===== config.mk =====
export PLATFORM = sky130hd
export DESIGN_NAME = conv_ctrl
export DESIGN_NICKNAME = d
export VERILOG_FILES = /design/src/conv_ctrl_pkg.sv /design/src/conv_ctrl.sv
export VERILOG_INCLUDE_DIRS = /design/src
export SDC_FILE = /design/constraint.sdc
export NUM_CORES = 1
export LEC_CHECK = 0
export ABC_CLOCK_PERIOD_IN_PS = 6700
export BUFFER_PORTS_ARGS = -buffer_cell sky130_fd_sc_hd__buf_2
export CAP_MARGIN = 10
export CORE_MARGIN = 3
export CORE_UTILIZATION = 59
export CTS_BUF_LIST = sky130_fd_sc_hd__clkbuf_16
export DETAILED_ROUTE_END_ITERATION = 16
export GPL_ROUTABILITY_DRIVEN = 1
export PLACE_DENSITY = 0.79
export SLEW_MARGIN = 0
export SYNTH_ARGS = -nofsm -noshare
export SYNTH_HDL_FRONTEND = slang
export SYNTH_SLANG_ARGS = --single-unit

===== constraint.sdc =====
create_clock -name hclk -period 6.7 [get_ports hclk]
set_clock_uncertainty 0.1 [all_clocks]
set_input_delay 1.005 -clock hclk [delete_from_list [all_inputs] [get_ports hclk]]
set_output_delay 1.005 -clock hclk [all_outputs]
set_load 0.01 [all_outputs]

===== src/conv_ctrl_params.svh =====
`ifndef CONV_CTRL_PARAMS_SVH
`define CONV_CTRL_PARAMS_SVH

// clock
`define CLK_PERIOD_NS     100
// initialization phase times, least times rounded up to whole cycles
`define T_REF_START_NS    5000
`define T_STRAP_SETTLE_NS 2000
`define T_NVM_LOAD_NS     4000
`define T_EN_DELAY_NS     10000
`define CYC_UP(t)         (((t) + `CLK_PERIOD_NS - 1) / `CLK_PERIOD_NS)
`define REF_START_CYC     8'(`CYC_UP(`T_REF_START_NS))
`define STRAP_SETTLE_CYC  8'(`CYC_UP(`T_STRAP_SETTLE_NS))
`define NVM_LOAD_CYC      8'(`CYC_UP(`T_NVM_LOAD_NS))
`define EN_DELAY_CYC      8'(`CYC_UP(`T_EN_DELAY_NS))
// soft-start durations in microseconds and their cycle counts
`define SS_T0_US          500
`define SS_T1_US          770
`define SS_T2_US          1000
`define SS_T3_US          2000
`define US_TO_CYC(t)      ((t) * 1000 / `CLK_PERIOD_NS)
// register byte offsets
`define OFS_CFG1          8'h00
`define OFS_CFG2          8'h04
`define OFS_CFG3          8'h08
`define OFS_SETPT         8'h0C
`define OFS_STATUS        8'h10
`define OFS_LEVEL         8'h14
// reset values
`define SPAN_RST          2'h2
`define SSDUR_RST         2'h2
`define SETPT_RST         8'h50
// setpoint arithmetic in units of 1.25 mV: 0.4 V base is 320 units
`define BASE_UNITS        11'h140
`define MULT_1P25         11'h001
`define MULT_2P5          11'h002
`define MULT_5P0          11'h004

`endif


===== src/conv_ctrl_pkg.sv =====
package conv_ctrl_pkg;

    // initialization sequence after supply rises
    typedef enum logic [2:0] {
        INIT_LOCK  = 3'b000,
        INIT_REF   = 3'b001,
        INIT_MSB   = 3'b010,
        INIT_LSB   = 3'b011,
        INIT_LOAD  = 3'b100,
        INIT_RUN   = 3'b101
    } init_state_t;

    // converter power-up sequence
    typedef enum logic [1:0] {
        CONV_OFF   = 2'b00,
        CONV_DELAY = 2'b01,
        CONV_RAMP  = 2'b10,
        CONV_ON    = 2'b11
    } conv_state_t;

    // switching frequency, strap code one-to-one
    typedef enum logic [1:0] {
        FREQ_2P25  = 2'b00,
        FREQ_1P5   = 2'b01,
        FREQ_3P0   = 2'b10,
        FREQ_2P5   = 2'b11
    } freq_sel_t;

    // latched ahb address phase
    typedef struct packed {
        logic       valid;
        logic       write;
        logic [7:0] offset;
        logic       mapped;
    } bus_req_t;

    // fault inputs grouped
    typedef struct packed {
        logic thermal;
        logic overvolt;
    } fault_t;

endpackage


===== src/conv_ctrl.sv =====
// Our own choices: the AHB-Lite slave port and the address map.
`include "conv_ctrl_params.svh"
// Behaviour
// enable line held low until defaults loaded and straps sampled
// init order: pull enable, reference, straps, defaults, then bus and release
// thermal or overvoltage fault actively pulls enable low
// shared enable stops switching until every stack member is ready
// standalone bit stops fault pulldown; init pulldown always stays
// software keeps standalone bit cleared when device is stacked
// ready flag low releases pulldown; enable level then switches converter; code releases it when run goes high
// register access open from end of init regardless of enable
// enable low gives shutdown: power stage and control off
// registers usable with enable low; ramp starts short delay after rise
// two-bit duration field picks 500us, 770us, 1ms default, 2ms
// setpoint, span, duration writes during soft-start wait until ramp ends
// reference ramps from zero so prebiased output sees only upper part
// discontinuous and pulse-skipping allowed throughout the start-up ramp
// frequency strap decoded once at init into four frequencies
// upper strap bit sampled with both probe switches open
// lower bit: close switch a or b by upper bit, resample
// span 00 1.25mV, 01 2.5mV, 10 and 11 5mV; default 5mV
// target is 0.4V plus setpoint code times selected step
// new span takes effect only at next setpoint write
// settings written while enable low apply at next enable
// strap code maps one-to-one; upper bit 0 ground side
module conv_ctrl
    import conv_ctrl_pkg::*;
#(
    parameter int unsigned SS0_CYC = `US_TO_CYC(`SS_T0_US),
    parameter int unsigned SS1_CYC = `US_TO_CYC(`SS_T1_US),
    parameter int unsigned SS2_CYC = `US_TO_CYC(`SS_T2_US),
    parameter int unsigned SS3_CYC = `US_TO_CYC(`SS_T3_US)
) (
    // clock and reset
    input  wire logic                 hclk,
    input  wire logic                 hresetn,
    // ahb-lite slave
    input  wire logic                 hsel,
    input  wire logic [31:0]          haddr,
    input  wire logic [1:0]           htrans,
    input  wire logic                 hwrite,
    input  wire logic [2:0]           hsize,
    input  wire logic [31:0]          hwdata,
    input  wire logic                 hready,
    output logic      [31:0]          hrdata,
    output logic                      hreadyout,
    output logic                      hresp,
    // supply and faults
    input  wire logic                 supply_ok,
    input  wire conv_ctrl_pkg::fault_t faults,
    // open-drain enable line
    input  wire logic                 en_in,
    output logic                      en_out,
    output logic                      en_oe,
    // frequency strap detector
    input  wire logic                 frequency_strap_pin,
    output logic                      probe_switch_a,
    output logic                      probe_switch_b,
    // converter control
    output logic                      ref_enable,
    output logic                      ctrl_enable,
    output logic                      power_stage_on,
    output logic                      dcm_allowed,
    output logic                      ramp_active,
    output conv_ctrl_pkg::freq_sel_t  freq_sel,
    output logic      [10:0]          ref_level
);
    import conv_ctrl_pkg::*;
    init_state_t init_q;
    conv_state_t conv_q;
    bus_req_t    req_q;
    logic [7:0]  icnt_q;
    logic        msb_q;
    logic [1:0]  span_q, span_act_q, ssdur_q;
    logic        single_q;
    logic [7:0]  setpt_q;
    logic [10:0] lat_target_q;
    logic [15:0] lat_dur_q, rcnt_q, acc_q;
    logic        rd_wait_q;
    logic        run, fault_any, pull_d, wr_fire, go;
    logic [10:0] live_target;
    logic [16:0] acc_sum;
    // target in 1.25 mV units from code and span
    function automatic logic [10:0] target_of(input logic [7:0] code, input logic [1:0] span);
        logic [10:0] mult;
        mult = (span == 2'b00) ? `MULT_1P25 : ((span == 2'b01) ? `MULT_2P5 : `MULT_5P0);
        return `BASE_UNITS + 11'(code * mult);
    endfunction
    // soft-start cycles from duration field
    function automatic logic [15:0] dur_of(input logic [1:0] sel);
        logic [15:0] d;
        case (sel)
            2'b00:   d = 16'(SS0_CYC);
            2'b01:   d = 16'(SS1_CYC);
            2'b10:   d = 16'(SS2_CYC);
            default: d = 16'(SS3_CYC);
        endcase
        return d;
    endfunction
    assign run         = (init_q == INIT_RUN);
    assign fault_any   = faults.thermal | faults.overvolt;
    // init pulldown always; fault pulldown unless standalone
    assign pull_d      = !run || (fault_any && !single_q);
    assign wr_fire     = req_q.valid && req_q.write && req_q.mapped && run;
    assign live_target = target_of(setpt_q, span_act_q);
    // shared line: any member pulling holds everyone off
    assign go          = run && en_in && !pull_d;
    assign acc_sum     = {1'b0, acc_q} + {6'h00, lat_target_q};
    ////////////////////////////////////////////////////////////////////
    // initialization sequence
    always_ff @(posedge hclk or negedge hresetn) begin
        if (!hresetn) begin
            init_q         <= INIT_LOCK;
            icnt_q         <= 8'h00;
            msb_q          <= 1'b0;
            freq_sel       <= FREQ_2P25;
            probe_switch_a <= 1'b0;
            probe_switch_b <= 1'b0;
            ref_enable     <= 1'b0;
        end else if (!supply_ok) begin // lockout restarts the whole sequence
            init_q         <= INIT_LOCK;
            icnt_q         <= 8'h00;
            probe_switch_a <= 1'b0;
            probe_switch_b <= 1'b0;
            ref_enable     <= 1'b0;
        end else begin
            icnt_q <= icnt_q + 8'h01;
            case (init_q)
                INIT_LOCK: begin
                    init_q     <= INIT_REF;
                    icnt_q     <= 8'h00;
                    ref_enable <= 1'b1;
                end
                INIT_REF: begin
                    if (icnt_q == `REF_START_CYC - 8'h01) begin
                        init_q <= INIT_MSB;
                        icnt_q <= 8'h00;
                    end
                end
                INIT_MSB: begin
                    if (icnt_q == `STRAP_SETTLE_CYC - 8'h01) begin
                        msb_q          <= frequency_strap_pin;
                        probe_switch_a <= !frequency_strap_pin;
                        probe_switch_b <= frequency_strap_pin;
                        init_q         <= INIT_LSB;
                        icnt_q         <= 8'h00;
                    end
                end
                INIT_LSB: begin
                    if (icnt_q == `STRAP_SETTLE_CYC - 8'h01) begin
                        freq_sel       <= freq_sel_t'({msb_q, frequency_strap_pin});
                        probe_switch_a <= 1'b0;
                        probe_switch_b <= 1'b0;
                        init_q         <= INIT_LOAD;
                        icnt_q         <= 8'h00;
                    end
                end
                INIT_LOAD: begin
                    if (icnt_q == `NVM_LOAD_CYC - 8'h01) begin
                        init_q <= INIT_RUN;
                    end
                end
                default: icnt_q <= icnt_q;
            endcase
        end
    end
    ////////////////////////////////////////////////////////////////////
    // enable line: only ever pulls low
    always_ff @(posedge hclk or negedge hresetn) begin
        if (!hresetn) begin
            en_out <= 1'b0;
            en_oe  <= 1'b1;
        end else begin
            en_out <= 1'b0;
            en_oe  <= pull_d;
        end
    end
    ////////////////////////////////////////////////////////////////////
    // ahb address capture; reads wait one cycle so a write just ahead shows
    always_ff @(posedge hclk or negedge hresetn) begin
        if (!hresetn) begin
            req_q     <= '0;
            rd_wait_q <= 1'b0;
            hreadyout <= 1'b1;
            hresp     <= 1'b0;
        end else begin
            hresp <= 1'b0;
            if (hready && hsel && htrans[1]) begin
                req_q.valid  <= 1'b1;
                req_q.write  <= hwrite;
                req_q.offset <= haddr[7:0];
                req_q.mapped <= (haddr[31:8] == 24'h000000) && (haddr[7:0] <= `OFS_LEVEL)
                                && (haddr[1:0] == 2'b00);
                rd_wait_q    <= !hwrite;
                hreadyout    <= hwrite;
            end else if (hready) begin
                req_q.valid <= 1'b0;
            end else if (rd_wait_q) begin
                rd_wait_q   <= 1'b0;
                hreadyout   <= 1'b1;
                req_q.valid <= 1'b0;
            end
        end
    end
    // read data; all zero before init ends or for unmapped addresses
    always_ff @(posedge hclk or negedge hresetn) begin
        if (!hresetn) begin
            hrdata <= 32'h00000000;
        end else if (rd_wait_q) begin
            hrdata <= 32'h00000000;
            if (run && req_q.mapped) begin
                if (req_q.offset == `OFS_CFG1) begin
                    hrdata <= {30'h0, span_q};
                end else if (req_q.offset == `OFS_CFG2) begin
                    hrdata <= {30'h0, ssdur_q};
                end else if (req_q.offset == `OFS_CFG3) begin
                    hrdata <= {31'h0, single_q};
                end else if (req_q.offset == `OFS_SETPT) begin
                    hrdata <= {24'h0, setpt_q};
                end else if (req_q.offset == `OFS_STATUS) begin
                    hrdata <= {26'h0, freq_sel, conv_q, en_oe, run};
                end else begin
                    hrdata <= {21'h0, ref_level};
                end
            end
        end
    end
    ////////////////////////////////////////////////////////////////////
    // software registers, stored at any time after init
    always_ff @(posedge hclk or negedge hresetn) begin
        if (!hresetn) begin
            span_q     <= `SPAN_RST;
            span_act_q <= `SPAN_RST;
            ssdur_q    <= `SSDUR_RST;
            single_q   <= 1'b0;
            setpt_q    <= `SETPT_RST;
        end else if (wr_fire) begin
            if (req_q.offset == `OFS_CFG1) begin
                span_q <= hwdata[1:0];
            end else if (req_q.offset == `OFS_CFG2) begin
                ssdur_q <= hwdata[1:0];
            end else if (req_q.offset == `OFS_CFG3) begin
                single_q <= hwdata[0];
            end else if (req_q.offset == `OFS_SETPT) begin
                setpt_q    <= hwdata[7:0];
                span_act_q <= span_q;
            end
        end
    end
    ////////////////////////////////////////////////////////////////////
    // converter sequence: delay, soft-start ramp, then tracking
    always_ff @(posedge hclk or negedge hresetn) begin
        if (!hresetn) begin
            conv_q       <= CONV_OFF;
            rcnt_q       <= 16'h0000;
            acc_q        <= 16'h0000;
            lat_target_q <= 11'h000;
            lat_dur_q    <= 16'h0000;
            ref_level    <= 11'h000;
        end else if (!go) begin
            conv_q    <= CONV_OFF;
            rcnt_q    <= 16'h0000;
            acc_q     <= 16'h0000;
            ref_level <= 11'h000;
        end else begin
            rcnt_q <= rcnt_q + 16'h0001;
            case (conv_q)
                CONV_OFF: begin
                    conv_q <= CONV_DELAY;
                    rcnt_q <= 16'h0000;
                end
                CONV_DELAY: begin
                    if (rcnt_q == {8'h00, `EN_DELAY_CYC} - 16'h0001) begin
                        conv_q       <= CONV_RAMP;
                        rcnt_q       <= 16'h0000;
                        acc_q        <= 16'h0000;
                        lat_target_q <= live_target;
                        lat_dur_q    <= dur_of(ssdur_q);
                        ref_level    <= 11'h000;
                    end
                end
                CONV_RAMP: begin
                    // fractional stepping; exact only for targets up to the count
                    if (acc_sum >= {1'b0, lat_dur_q}) begin
                        acc_q     <= 16'(acc_sum - {1'b0, lat_dur_q});
                        ref_level <= ref_level + 11'h001;
                    end else begin
                        acc_q <= acc_sum[15:0];
                    end
                    if (rcnt_q == lat_dur_q - 16'h0001) begin
                        conv_q    <= CONV_ON;
                        ref_level <= lat_target_q;
                    end
                end
                default: begin
                    // after the ramp, move one unit per cycle to live target
                    if (ref_level < live_target) begin
                        ref_level <= ref_level + 11'h001;
                    end else if (ref_level > live_target) begin
                        ref_level <= ref_level - 11'h001;
                    end
                end
            endcase
        end
    end
    // power stage and mode outputs
    always_ff @(posedge hclk or negedge hresetn) begin
        if (!hresetn) begin
            ctrl_enable    <= 1'b0;
            power_stage_on <= 1'b0;
            ramp_active    <= 1'b0;
            dcm_allowed    <= 1'b0;
        end else begin
            ctrl_enable    <= go;
            power_stage_on <= go && (conv_q == CONV_RAMP || conv_q == CONV_ON);
            ramp_active    <= go && (conv_q == CONV_RAMP);
            dcm_allowed    <= go && (conv_q == CONV_RAMP);
        end
    end
endmodule


# ---- Word-level counts from Yosys, hierarchy flattened
# Index checks and enable logic that the tools add are counted.
dict set report op_classes {
  bitwise_logic 4
  add_sub_neg 8
  n_lt_le_gt_ge 4
  n_reduce_logical 43
  muxes 54
  n_eq_ne 36
  n_mul 1
}
# op n
set op_table {}
lappend op_table {{$mux 11} 12}
lappend op_table {{$mux 16} 5}
lappend op_table {{$pmux 16 s2} 2}
lappend op_table {{$pmux 15 s3} 1}
lappend op_table {{$pmux 11 s3} 1}
lappend op_table {{$pmux 8 s4} 1}
lappend op_table {{$logic_not 24->1} 1}
lappend op_table {{$mux 8} 3}
lappend op_table {{$mux 3} 7}
lappend op_table {{$ne 3x3->1 const B} 6}
lappend op_table {{$reduce_and 3->1} 6}
lappend op_table {{$add 16x11->17} 1}
lappend op_table {{$ge 17x16->1} 1}
lappend op_table {{$add 16x1->16 const B} 1}
lappend op_table {{$eq 16x16->1} 1}
lappend op_table {{$eq 16x7->1 const B} 1}
lappend op_table {{$eq 8x4->1 const B} 2}
lappend op_table {{$eq 8x5->1 const B} 2}
lappend op_table {{$eq 8x6->1 const B} 2}
lappend op_table {{$sub 16x1->16 const B} 1}
lappend op_table {{$sub 16x16->16} 1}
lappend op_table {{$mux 1} 15}
lappend op_table {{$pmux 3 s5} 1}
lappend op_table {{$logic_and 1x1->1} 13}
lappend op_table {{other kinds (38)} 63}
dict set report totals {
  regBits 153
  input_bits 79
  out_inout_bits 56
}

# ---- Longest topological paths before layout
# Gate-level depths: netlist of the first run.
dict set report depth {
  word_depth 10
  mapped_depth 24
}

# ---- Worst setup path after synthesis of the first run
# Ideal clock, no wire load.
dict set report synth_timing {
  kind {flip-flop to flip-flop}
  start {register span_act_q[1]}
  end {register ref_level[7]}
  stages_incl_launch_ff 23
  path_buffers 2
  period_less_slack_ns 5.208
  setup_ns 0.121
  arrival_time_ns 4.987
  slack_ns 1.492
  cell_sequence {dfstp_2 > clkbuf_1 > nor2b_1 > and2_1 > fa_1 > ha_1 > ha_1 > a21o_1 > a21oi_1 > o21bai_1 > a21oi_1 > o21bai_1 > a21oi_1 > xor2_1 > ha_1 > and3_1 > o221ai_1 > a31oi_1 > nor3_2 > buf_2 > a21oi_1 > a221o_1 > a22o_1}
}
dict set report synth_via {
  elab_chain_len 9
  word_cells_on_any_way 13
  classes_between {add/sub (1); mul (1); order compare (2); eq/ne (2); mux (5); reduce/logical (2)}
}
# item line_no
set synth_lines {}
lappend synth_lines {{start: declaration} conv_ctrl.sv:74} ;# logic [1:0] span_q, span_act_q, ssdur_q;
lappend synth_lines {{start signal: assignment} conv_ctrl.sv:233} ;# span_act_q <= `SPAN_RST;
lappend synth_lines {{start signal: assignment} conv_ctrl.sv:246} ;# span_act_q <= span_q;
lappend synth_lines {{$eq 2x1->1} conv_ctrl.sv:86} ;# mult = (span == 2'b00) ? `MULT_1P25 : ((span == 2'b01) ? `MULT_2P5 : `MULT_5P0);
lappend synth_lines {{$mux 3 (no source line)} n/a}
lappend synth_lines {{$mux 3 *} conv_ctrl.sv:86}
lappend synth_lines {{$mul 8x3->11 *} conv_ctrl.sv:87} ;# return `BASE_UNITS + 11'(code * mult);
lappend synth_lines {{$add 9x11->11 (no source line) *} n/a}
lappend synth_lines {{$lt 11x11->1} conv_ctrl.sv:297} ;# if (ref_level < live_target) begin
lappend synth_lines {{$mux 11} conv_ctrl.sv:297}
lappend synth_lines {{$pmux 11 s3} conv_ctrl.sv:267} ;# case (conv_q)
lappend synth_lines {{$mux 11} conv_ctrl.sv:260} ;# end else if (!go) begin
lappend synth_lines {{end signal: assignment} conv_ctrl.sv:292} ;# ref_level <= lat_target_q;
lappend synth_lines {{end signal: assignment} conv_ctrl.sv:298} ;# ref_level <= ref_level + 11'h001;
lappend synth_lines {{end signal: assignment} conv_ctrl.sv:300} ;# ref_level <= ref_level - 11'h001;
lappend synth_lines {{end: declaration} conv_ctrl.sv:66} ;# output logic [10:0] ref_level
# Mark *: on every way between the ends. The rest lies on a longest branch, timed or not.
# A chain may end at the register's enable or synchronous reset.

# ---- Worst setup path in the final report of the first run
# Ends and elaborated chain as after synthesis.

==> impl_metrics.tcl, run 1 <==
set metrics [dict create \
    status "finished, final reports clean" \
    rsz0062_at_grt "false" \
    synthMostInstantiatedCell "dfrtp_1" \
    path_class "reg -> reg" \
    crit_fanout 15 \
    synth_xor_area_share_pct 5.61 \
    cts_buffers 17 \
    max_freq_mhz 183 \
    drt-initial-drc-count 466 \
    slew_viol_final 0 \
    clkSinkCount 126 \
    worstSetupEndpointType "flip-flop" \
    synth_compound_area_share_pct 16.3 \
    async_reset_ff_share_pct 100 \
    port_buffers 83 \
    holdCritStartpoint "req_q[10]$_DFFE_PN0P_" \
    start_util_pct 61.5 \
    path_clk_slew_ns 0.06 \
    seq_area_frac_synth_pct 33.2 \
    numPlacedInstances 1303 \
    fin_tns_setup_ns 0 \
    yosysWarnings 0 \
    cts_tree "built" \
    dpl-instance-area_um2 9960 \
    synth_edf_count 0 \
    drive_above_1_share_pct 17.1 \
    fp.dieH_um 133 \
    hold_slack_ns 0.384 \
    startpoint "span_act_q[1]$_DFFE_PN1P_" \
    ys_seq_elements 126 \
    diodes 0 \
    cts.htree.levels 4 \
    arrival_ns 5.67 \
    maxCapViolations 0 \
    cts_hold_buffers 0 \
    routed_wl_mm 22.8 \
    relSlewSlack_pct 23.5 \
    fin_cells 1335 \
    reg2reg_from "span_act_q[1]$_DFFE_PN1P_" \
    peakVddDrop_mv 0.288 \
    dieWidth_um 133 \
    period_needed_ns 5.46 \
    area_growth_pct 10.9 \
    cts_resized 0 \
    firstDrtPassIters 5 \
    place_congestion 0.909 \
    vias_per_cell 5.97 \
    synth.avg_cell_area_um2 9.11 \
    finish.instance_area_um2 10600 \
    finalCritPeriodShare_pct 81.5 \
    die_area_um2 17700 \
    drtAntennaViolNets 0 \
    grt_pass1_wl_mm 37.8 \
    netlist_area_um2 9530 \
    finalWorstSetupSlack_ns 1.24 \
    hold_path.class "reg -> reg" \
    place_hpwl_mm 16.7 \
    ys.flop_type "dfrtp_1" \
    pre_cts_ws_ns 1.30 \
    synth_top_family_by_area "simple AND/OR/NAND/NOR gates" \
    grt_max_degree 77 \
    synth_commonest_cells "dfrtp_1 (119), nor2_1 (87), nand2_1 (86), ha_1 (67), o21ai_0 (62)" \
    via_count 7971 \
    grt_usage_pct 26.1 \
    core-area_um2 15500 \
    wl_met2_mm 11.1 \
    fp-row-count 45 \
    total_power_mw 1.91 \
    top_layer "met4" \
    drc 0 \
    antenna_found_initial 0 \
    synth_area_leaders "dfrtp_1 (31%), ha_1 (8.8%), mux2_2 (4.3%)" \
    grt_pass1_vias 7566 \
    synthMuxAreaShare_pct 7.97 \
    required_ns 6.91 \
    layout.nets 1266 \
    hold_violations 0 \
    ys_types 91 \
    root_buffer "clkbuf_16" \
    met1_length_mm 9.80 \
    grt_overflow 0 \
    dr_wl_met3_mm 1.58 \
    clock_insertion_delay_worst_skew_ns 0.42 \
    synth-simple-area-share_pct 20.2 \
    cts.path.max_buffers 2 \
    synth_top_area_share_pct 31.3 \
    finalSetupViolCount 0 \
    worst_pin_slew_ns 1.14 \
    wire_per_inst_um 17.1 \
    yosysTopAreaCell "dfrtp_1" \
    critPathLaunchType "flip-flop" \
    synth_fa_ha_area_share_pct 10.7 \
    power.leakage_nw 4.98 \
    syn_inst 1046 \
    fin_util_pct 68.2 \
    p_per_area_nw_per_um2 181 \
    post-cts-setup-buffers 0 \
    io_pins 135 \
]
## power breakdown
| group | internal [mW] | switching, mW | leakage, nW |
|---|---|---|---|
| sequential | 0.789 | 0.0303 | 1.68 |
| combinational | 0.0594 | 0.0831 | 3.01 |
| clock | 0.585 | 0.367 | 0.291 |
| total | 1.43 | 0.481 | 4.98 |
## per-layer routing
metal | track usage, % | vias up
met5 | 0 | -
met4 | 7.04 | 0
met3 | 6.24 | 30
met2 | 44.0 | 271
met1 | 33.7 | 3819
li1 | - | 3851
## area by class of cell
type                            instances  area (um2)
Sequential cell                       126        3160
Inverter                               54         203
Timing Repair Buffer                   87         452
Tap cell                              211         264
Fill cell                            1251        4920
Clock inverter                         15         173
Multi-Input combinational cell        825        5880
Clock buffer                           17         425
## layout by cell type (no fill, tap or decap), types with 10 or more instances in the layout
master / n
dfrtp_1: 119
o21ai_0: 62
nor3_1: 24
mux2i_1: 29
nand4_1: 18
nor4_1: 15
xnor2_1: 35
o31ai_1: 10
and2_1: 21
buf_2: 82
nor2b_1: 11
nand2b_1: 13
clkbuf_16: 17
mux2_2: 36
a21oi_1: 49
conb_1: 23
nand2_1: 86
and3_1: 18
xor2_1: 26
nand3_1: 27
a21o_1: 11
inv_1: 56
nor2_1: 87
ha_1: 67
## worst max-delay path, stage by stage (launching register included)
cell and delay (ns):
dfstp_2 0.42, nor2b_1 0.43, and2_1 0.24, fa_1 0.43, ha_1 0.35, ha_1 0.30, a21o_1 0.17, a21oi_1 0.21
o21bai_1 0.09, a21oi_1 0.24, o21bai_1 0.10, a21oi_1 0.18, xor2_1 0.11, ha_1 0.29, and3_1 0.18, o221ai_1 0.11
a31oi_1 0.20, nor3_2 0.05, buf_4 0.21, nor4_1 0.30, a21oi_1 0.11, a221o_1 0.34, a22o_1 0.18
## registers in the layout (all words and copies together), names as in the netlist, 2 cells and up
name,flops
conv_q,2
span_q,2
freq_sel,2
icnt_q,8
span_act_q,2
lat_dur_q,10
lat_target_q,11
setpt_q,8
rcnt_q,16
hrdata,11
acc_q,16
init_q,3
ref_level,11
req_q,11
ssdur_q,2
## final timing paths
check / to / slack (ns) / cells after the start
worst max-delay path: ref_level[7]$_DFFE_PN0P_ / 1.24 / 22
worst min-delay path: req_q[10]$_DFFE_PN0P_ / 0.38 / 2
worst max register to register: ref_level[7]$_DFFE_PN0P_ / 1.24 / 22
worst min register to register: req_q[10]$_DFFE_PN0P_ / 0.38 / 2
max in group asynchronous: setpt_q[3]$_DFFE_PN0P_ / 4.79 / 2
min in group asynchronous: rcnt_q[4]$_DFF_PN0_ / 0.42 / 1
## cells by family (layout without fill, tap and decap cells)
| kind of cell | Yosys count | count (layout) |
|---|---|---|
| simple gates | 368 | 368 |
| compound gates | 228 | 228 |
| flops | 126 | 126 |
| buf+inv | 117 | 173 |
| fa+ha+maj | 76 | 76 |
| mux | 69 | 69 |
| xor+xnor | 61 | 61 |
| other cells | 1 | 23 |
Note: power is estimated with default switching activity, not from simulation.
==> run 2: changes to the inputs <==
--- a/config.mk
+++ b/config.mk
@@ -6,15 +6,15 @@
 export SDC_FILE = /design/constraint.sdc
 export NUM_CORES = 1
 export LEC_CHECK = 0
-export ABC_CLOCK_PERIOD_IN_PS = 6700
+export ABC_CLOCK_PERIOD_IN_PS = 4900
 export BUFFER_PORTS_ARGS = -buffer_cell sky130_fd_sc_hd__buf_2
 export CAP_MARGIN = 10
 export CORE_MARGIN = 3
-export CORE_UTILIZATION = 59
+export CORE_UTILIZATION = 53
 export CTS_BUF_LIST = sky130_fd_sc_hd__clkbuf_16
 export DETAILED_ROUTE_END_ITERATION = 16
 export GPL_ROUTABILITY_DRIVEN = 1
-export PLACE_DENSITY = 0.79
+export PLACE_DENSITY = 0.75
 export SLEW_MARGIN = 0
 export SYNTH_ARGS = -nofsm -noshare
 export SYNTH_HDL_FRONTEND = slang
==> constraint.sdc (replaced) <==
create_clock -name hclk -period 4.9 [get_ports hclk]
set_clock_uncertainty 0.1 [all_clocks]
set_input_delay 0.735 -clock hclk [delete_from_list [all_inputs] [get_ports hclk]]
set_output_delay 0.735 -clock hclk [all_outputs]
set_load 0.01 [all_outputs]
==> impl_metrics.tcl, run 2 (synthesis results as in run 1) <==
set metrics [dict create \
    status "finished with violations" \
    violations "negative setup slack" \
    via_count 8192 \
    fin_tns_setup_ns -0.139 \
    diodes 0 \
    power.leakage_nw 5.15 \
    drc 0 \
    finalSetupViolCount 5 \
    required_ns 5.11 \
    cts_tree "built" \
    hold_path.class "in -> async" \
    p_per_area_nw_per_um2 228 \
    fp.dieH_um 140 \
    largest_registers "acc_q x16, rcnt_q x16" \
    arrival_ns 5.17 \
    hold_slack_ns 0.244 \
    max_freq_mhz 201 \
    grt_max_degree 93 \
    fin_util_pct 63.4 \
    grt_usage_pct 24.4 \
    worst_pin_slew_ns 1.09 \
    mostFrequentLayoutCells "dfrtp_1 (119), nand2_1 (86), nor2_1 (86), buf_2 (82), ha_1 (60)" \
    drtAntennaViolNets 0 \
    fin_cells 1386 \
    cts.path.max_buffers 2 \
    total_power_mw 2.51 \
    start_util_pct 54.7 \
    area_growth_pct 15.9 \
    port_buffers 83 \
    finalCritPeriodShare_pct 101 \
    peakVddDrop_mv 0.220 \
    grt_pass1_vias 8011 \
    die_area_um2 19600 \
    core-area_um2 17400 \
    dpl-instance-area_um2 10200 \
    slew_viol_final 0 \
    path_class "reg -> reg" \
    dieWidth_um 140 \
    io_pins 135 \
    path_clk_slew_ns 0.06 \
    antenna_found_initial 0 \
    cts_buffers 17 \
    clock_insertion_delay_worst_skew_ns 0.43 \
    clkSinkCount 126 \
    fp-row-count 48 \
    hold_violations 0 \
    critPathLaunchType "flip-flop" \
    layout_commonest_cell "dfrtp_1" \
    cts_hold_buffers 0 \
    crit_fanout 5 \
    root_buffer "clkbuf_16" \
    period_needed_ns 4.96 \
    firstDrtPassIters 5 \
    numPlacedInstances 1345 \
    drt-initial-drc-count 489 \
    grt_overflow 0 \
    drive_above_1_share_pct 22.7 \
    wire_per_inst_um 17.5 \
    cts.htree.levels 4 \
    pre_cts_ws_ns -0.0839 \
    vias_per_cell 5.91 \
    relSlewSlack_pct 26.9 \
    maxCapViolations 0 \
    finish.instance_area_um2 11000 \
    grt_pass1_wl_mm 39.4 \
    place_hpwl_mm 17.1 \
    rsz0062_at_grt "true" \
    worstSetupEndpointType "flip-flop" \
    layout.nets 1303 \
    place_congestion 0.907 \
    finalWorstSetupSlack_ns -0.0639 \
    routed_wl_mm 24.2 \
]
## run 2: changes by cell type in the layout (fill, tap and decap cells not counted), sizes merged
cell	change
clkinv	+4
inv	-1
buf	+37
bufinv	-3
## run 2: worst max-delay path: stages (launching register included)
cell,delay (ns)
dfstp_2,0.62
nor2_4,0.06
buf_4,0.13
and2_4,0.15
fa_2,0.59
ha_4,0.21
ha_4,0.28
a21oi_2,0.06
o21bai_1,0.19
a21oi_2,0.09
o21bai_1,0.14
a21oi_1,0.09
xor2_1,0.18
ha_1,0.32
and3_4,0.20
buf_6,0.09
nand4_1,0.08
or4_4,0.53
o22ai_4,0.17
buf_6,0.14
a21oi_4,0.05
buf_6,0.15
a22o_1,0.23
## run 2: power by group
part	total (mW)	internal [mW]	switching, mW
clock network	1.18	0.651	0.532
logic	0.211	0.0919	0.119
registers	1.12	1.08	0.0418
## run 2: metal layers
metal,vias up,wire [um],global-route usage (%)
li1,3932,-,-
met5,-,0,0
met3,50,1360,5.33
met2,271,11800,41.2
met1,3939,10500,31.6
met4,0,525,7.60
## run 2: final timing paths
check | start | endpoint | slack (ns) | depth (start not counted)
max in group asynchronous | hresetn | span_q[1]$_DFFE_PN1P_ | 3.32 | 2
setup / recovery | span_act_q[1]$_DFFE_PN1P_ | ref_level[0]$_DFFE_PN0P_ | -0.06 | 22
hold / removal | hresetn | ramp_active$_DFF_PN0_ | 0.24 | 1
setup reg to reg | span_act_q[1]$_DFFE_PN1P_ | ref_level[0]$_DFFE_PN0P_ | -0.06 | 22
hold reg to reg | rcnt_q[0]$_DFF_PN0_ | rcnt_q[0]$_DFF_PN0_ | 0.38 | 1
min in group hclk | rcnt_q[0]$_DFF_PN0_ | rcnt_q[0]$_DFF_PN0_ | 0.38 | 1
## run 2: cell type report
| cell class | instances | area (um2) |
|---|---|---|
| clock buffers | 17 | 425 |
| flip-flops and latches | 126 | 3160 |
| clock inverters | 15 | 114 |
| inverters | 54 | 203 |
| multi-input cells | 825 | 6090 |
| fillers | 1420 | 6370 |
| well taps | 225 | 282 |
| repair buffers | 124 | 773 |
## run 2: repair_timing
action | in CTS | in global routing
gates resized for setup | 6 | 37
endpoints found under the setup margin | 9 | 25
pin swaps | 3 | 39
gates cloned | 0 | 0
buffers inserted | 4 | 4
==> run 3: changes to the inputs <==
--- a/config.mk
+++ b/config.mk
@@ -14,7 +14,8 @@
 export CTS_BUF_LIST = sky130_fd_sc_hd__clkbuf_16
 export DETAILED_ROUTE_END_ITERATION = 16
 export GPL_ROUTABILITY_DRIVEN = 1
-export PLACE_DENSITY = 0.75
+export PLACE_DENSITY = 0.78
+export RECOVER_POWER = 50
 export SLEW_MARGIN = 0
 export SYNTH_ARGS = -nofsm -noshare
 export SYNTH_HDL_FRONTEND = slang
==> impl_metrics.tcl, run 3 (synthesis results as in run 1) <==
set metrics [dict create \
    status "finished with violations" \
    violations "max-capacitance violations, max-slew violations, negative setup slack" \
    p_per_area_nw_per_um2 227 \
    crit_chain "buf_6 > nand2_1 > fa_1 > inv_1 > ha_4 > ha_4 > fa_2 > a21oi_2 > nor2_1 > nor2_1 > o21bai_1 > a21oi_2 > xor2_1 > ha_1 > buf_6 > nand4_1 > or4_4 > o22ai_4 > buf_6 > a21oi_4 > buf_6 > a22o_1" \
    slew_viol_final 129 \
    grtUsageMet1_pct 32.2 \
    cts_tree "built" \
    max_freq_mhz 203 \
    largest_registers "acc_q x16, rcnt_q x16" \
    path_clk_slew_ns 0.06 \
    drive_above_1_share_pct 22.9 \
    layout.nets 1304 \
    fin_tns_setup_ns -0.0529 \
    cts_hold_buffers 0 \
    worstSetupEndpointType "flip-flop" \
    startpoint "span_act_q[1]$_DFFE_PN1P_" \
    vias_per_cell 5.91 \
    fp.dieH_um 140 \
    worst_pin_slew_ns 2.37 \
    cp_top_family "adder cells" \
    reg2reg_from "span_act_q[1]$_DFFE_PN1P_" \
    grt_max_degree 91 \
    regToRegEndpoint "ref_level[0]$_DFFE_PN0P_" \
    critPathLaunchType "flip-flop" \
    firstDrtPassIters 5 \
    hold_path.class "reg -> reg" \
    core-area_um2 17400 \
    wire_per_inst_um 17.5 \
    finalCritPeriodShare_pct 101 \
    cts.path.max_buffers 2 \
    fp-row-count 48 \
    place_congestion 0.888 \
    fin_cells 1386 \
    clkSinkCount 126 \
    path_class "reg -> reg" \
    place_hpwl_mm 17.2 \
    slowest_stage "dfstp_2" \
    rsz0062_at_grt "true" \
    power.leakage_nw 5.13 \
    grt_overflow 0 \
    hold_violations 0 \
    peakVddDrop_mv 0.225 \
    total_power_mw 2.51 \
    io_pins 135 \
    grt_pass1_vias 7848 \
    drc 0 \
    layout_commonest_cell "dfrtp_1" \
    start_util_pct 54.7 \
    antenna_found_initial 0 \
    rrSetupSlack_ns -0.03 \
    finalWorstSetupSlack_ns -0.0259 \
    pre_cts_ws_ns -0.148 \
    required_ns 5.11 \
    drtAntennaViolNets 0 \
    critPathBufInv 5 \
    cts_buffers 17 \
    maxCapViolations 2 \
    finalSetupViolCount 3 \
    grt_usage_pct 24.6 \
    numPlacedInstances 1343 \
    area_growth_pct 16.0 \
    die_area_um2 19600 \
    port_buffers 83 \
    dieWidth_um 140 \
    diodes 0 \
    cp_common_cell "buf_6" \
    cpPeakStageDelay_ns 0.62 \
    r2r_cells 22 \
    whs_path_depth 2 \
    cts.htree.levels 4 \
    period_needed_ns 4.93 \
    grt_pass1_wl_mm 39.3 \
    crit_fanout 5 \
    root_buffer "clkbuf_16" \
    drt-initial-drc-count 482 \
    routed_wl_mm 24.3 \
    arrival_ns 5.14 \
    holdCritStartpoint "acc_q[7]$_DFFE_PN0P_" \
    relSlewSlack_pct -57.9 \
    use_met3_pct 4.23 \
    fillerInstances 1389 \
    whs_endpoint "acc_q[7]$_DFFE_PN0P_" \
    busiest_layer "met2" \
    mostFrequentLayoutCells "dfrtp_1 (119), nor2_1 (86), nand2_1 (85), buf_2 (81)" \
    clock_insertion_delay_worst_skew_ns 0.43 \
    via_count 8193 \
    use_met2_pct 41.0 \
]
run 3: cell types whose count changed in the layout (fill, tap and decap cells not counted), sizes merged:
cell    previous run  this run
clkbuf            17        20
clkinv             7         3
inv               59        62
buf              124       122
run 3: cell type report:
type	count	area (um2)	area share [%]
Clock buffer	17	425	3.85
Clock inverter	14	110	0.997
Inverter	54	203	1.84
Multi-Input combinational cell	825	6090	55.1
Sequential cell	126	3160	28.6
Tap cell	225	282	2.55
Timing Repair Buffer	125	777	7.03
run 3: how the worst max path moves through the flow:
stage | end | slack, ns | cells past startpoint
2_1_floorplan | ref_level[3]$_DFFE_PN0P_ | 0.03 | 21
3_3_place_gp | ref_level[3]$_DFFE_PN0P_ | -0.03 | 21
3_5_place_dp | ref_level[3]$_DFFE_PN0P_ | -0.15 | 21
4_1_cts | ref_level[7]$_DFFE_PN0P_ | 0.02 | 22
5_1_grt | ref_level[3]$_DFFE_PN0P_ | -0.24 | 22
6_report | ref_level[0]$_DFFE_PN0P_ | -0.03 | 22
run 3: through the flow:
stage | instance area (um2) | hold WS [ns] | util [%]
after floorplan | 9650 | 0.337 | -
after global routing | 11000 | 0.407 | 63.4
after CTS | 10900 | 0.343 | 62.6
final | 11000 | 0.386 | 63.4
after global placement | 10200 | 0.362 | 58.7
after detailed placement | 10200 | 0.373 | 58.7
run 3: power by group:
group          switching [mW]  internal (mW)
logic                   0.120         0.0920
clock network           0.520          0.652
registers              0.0451           1.08
total                   0.685           1.82
run 3: tightest hold or removal path, stage by stage, from the launching register on:
cell and delay (ns):
dfrtp_1 0.34, nand2_1 0.05, o21ai_0 0.06
run 3: what timing repair did:
action                                  in CTS  in global routing
buffers inserted                             9                  4
gates resized for setup                     16                 32
endpoints found under the setup margin       9                 20
pin swaps                                   25                 17
run 3: metal layers:
metal	wire length (um)	share of wire [%]
met2	11700	48
met4	820	3.4
met3	1440	5.9
met1	10300	42
met5	0	0
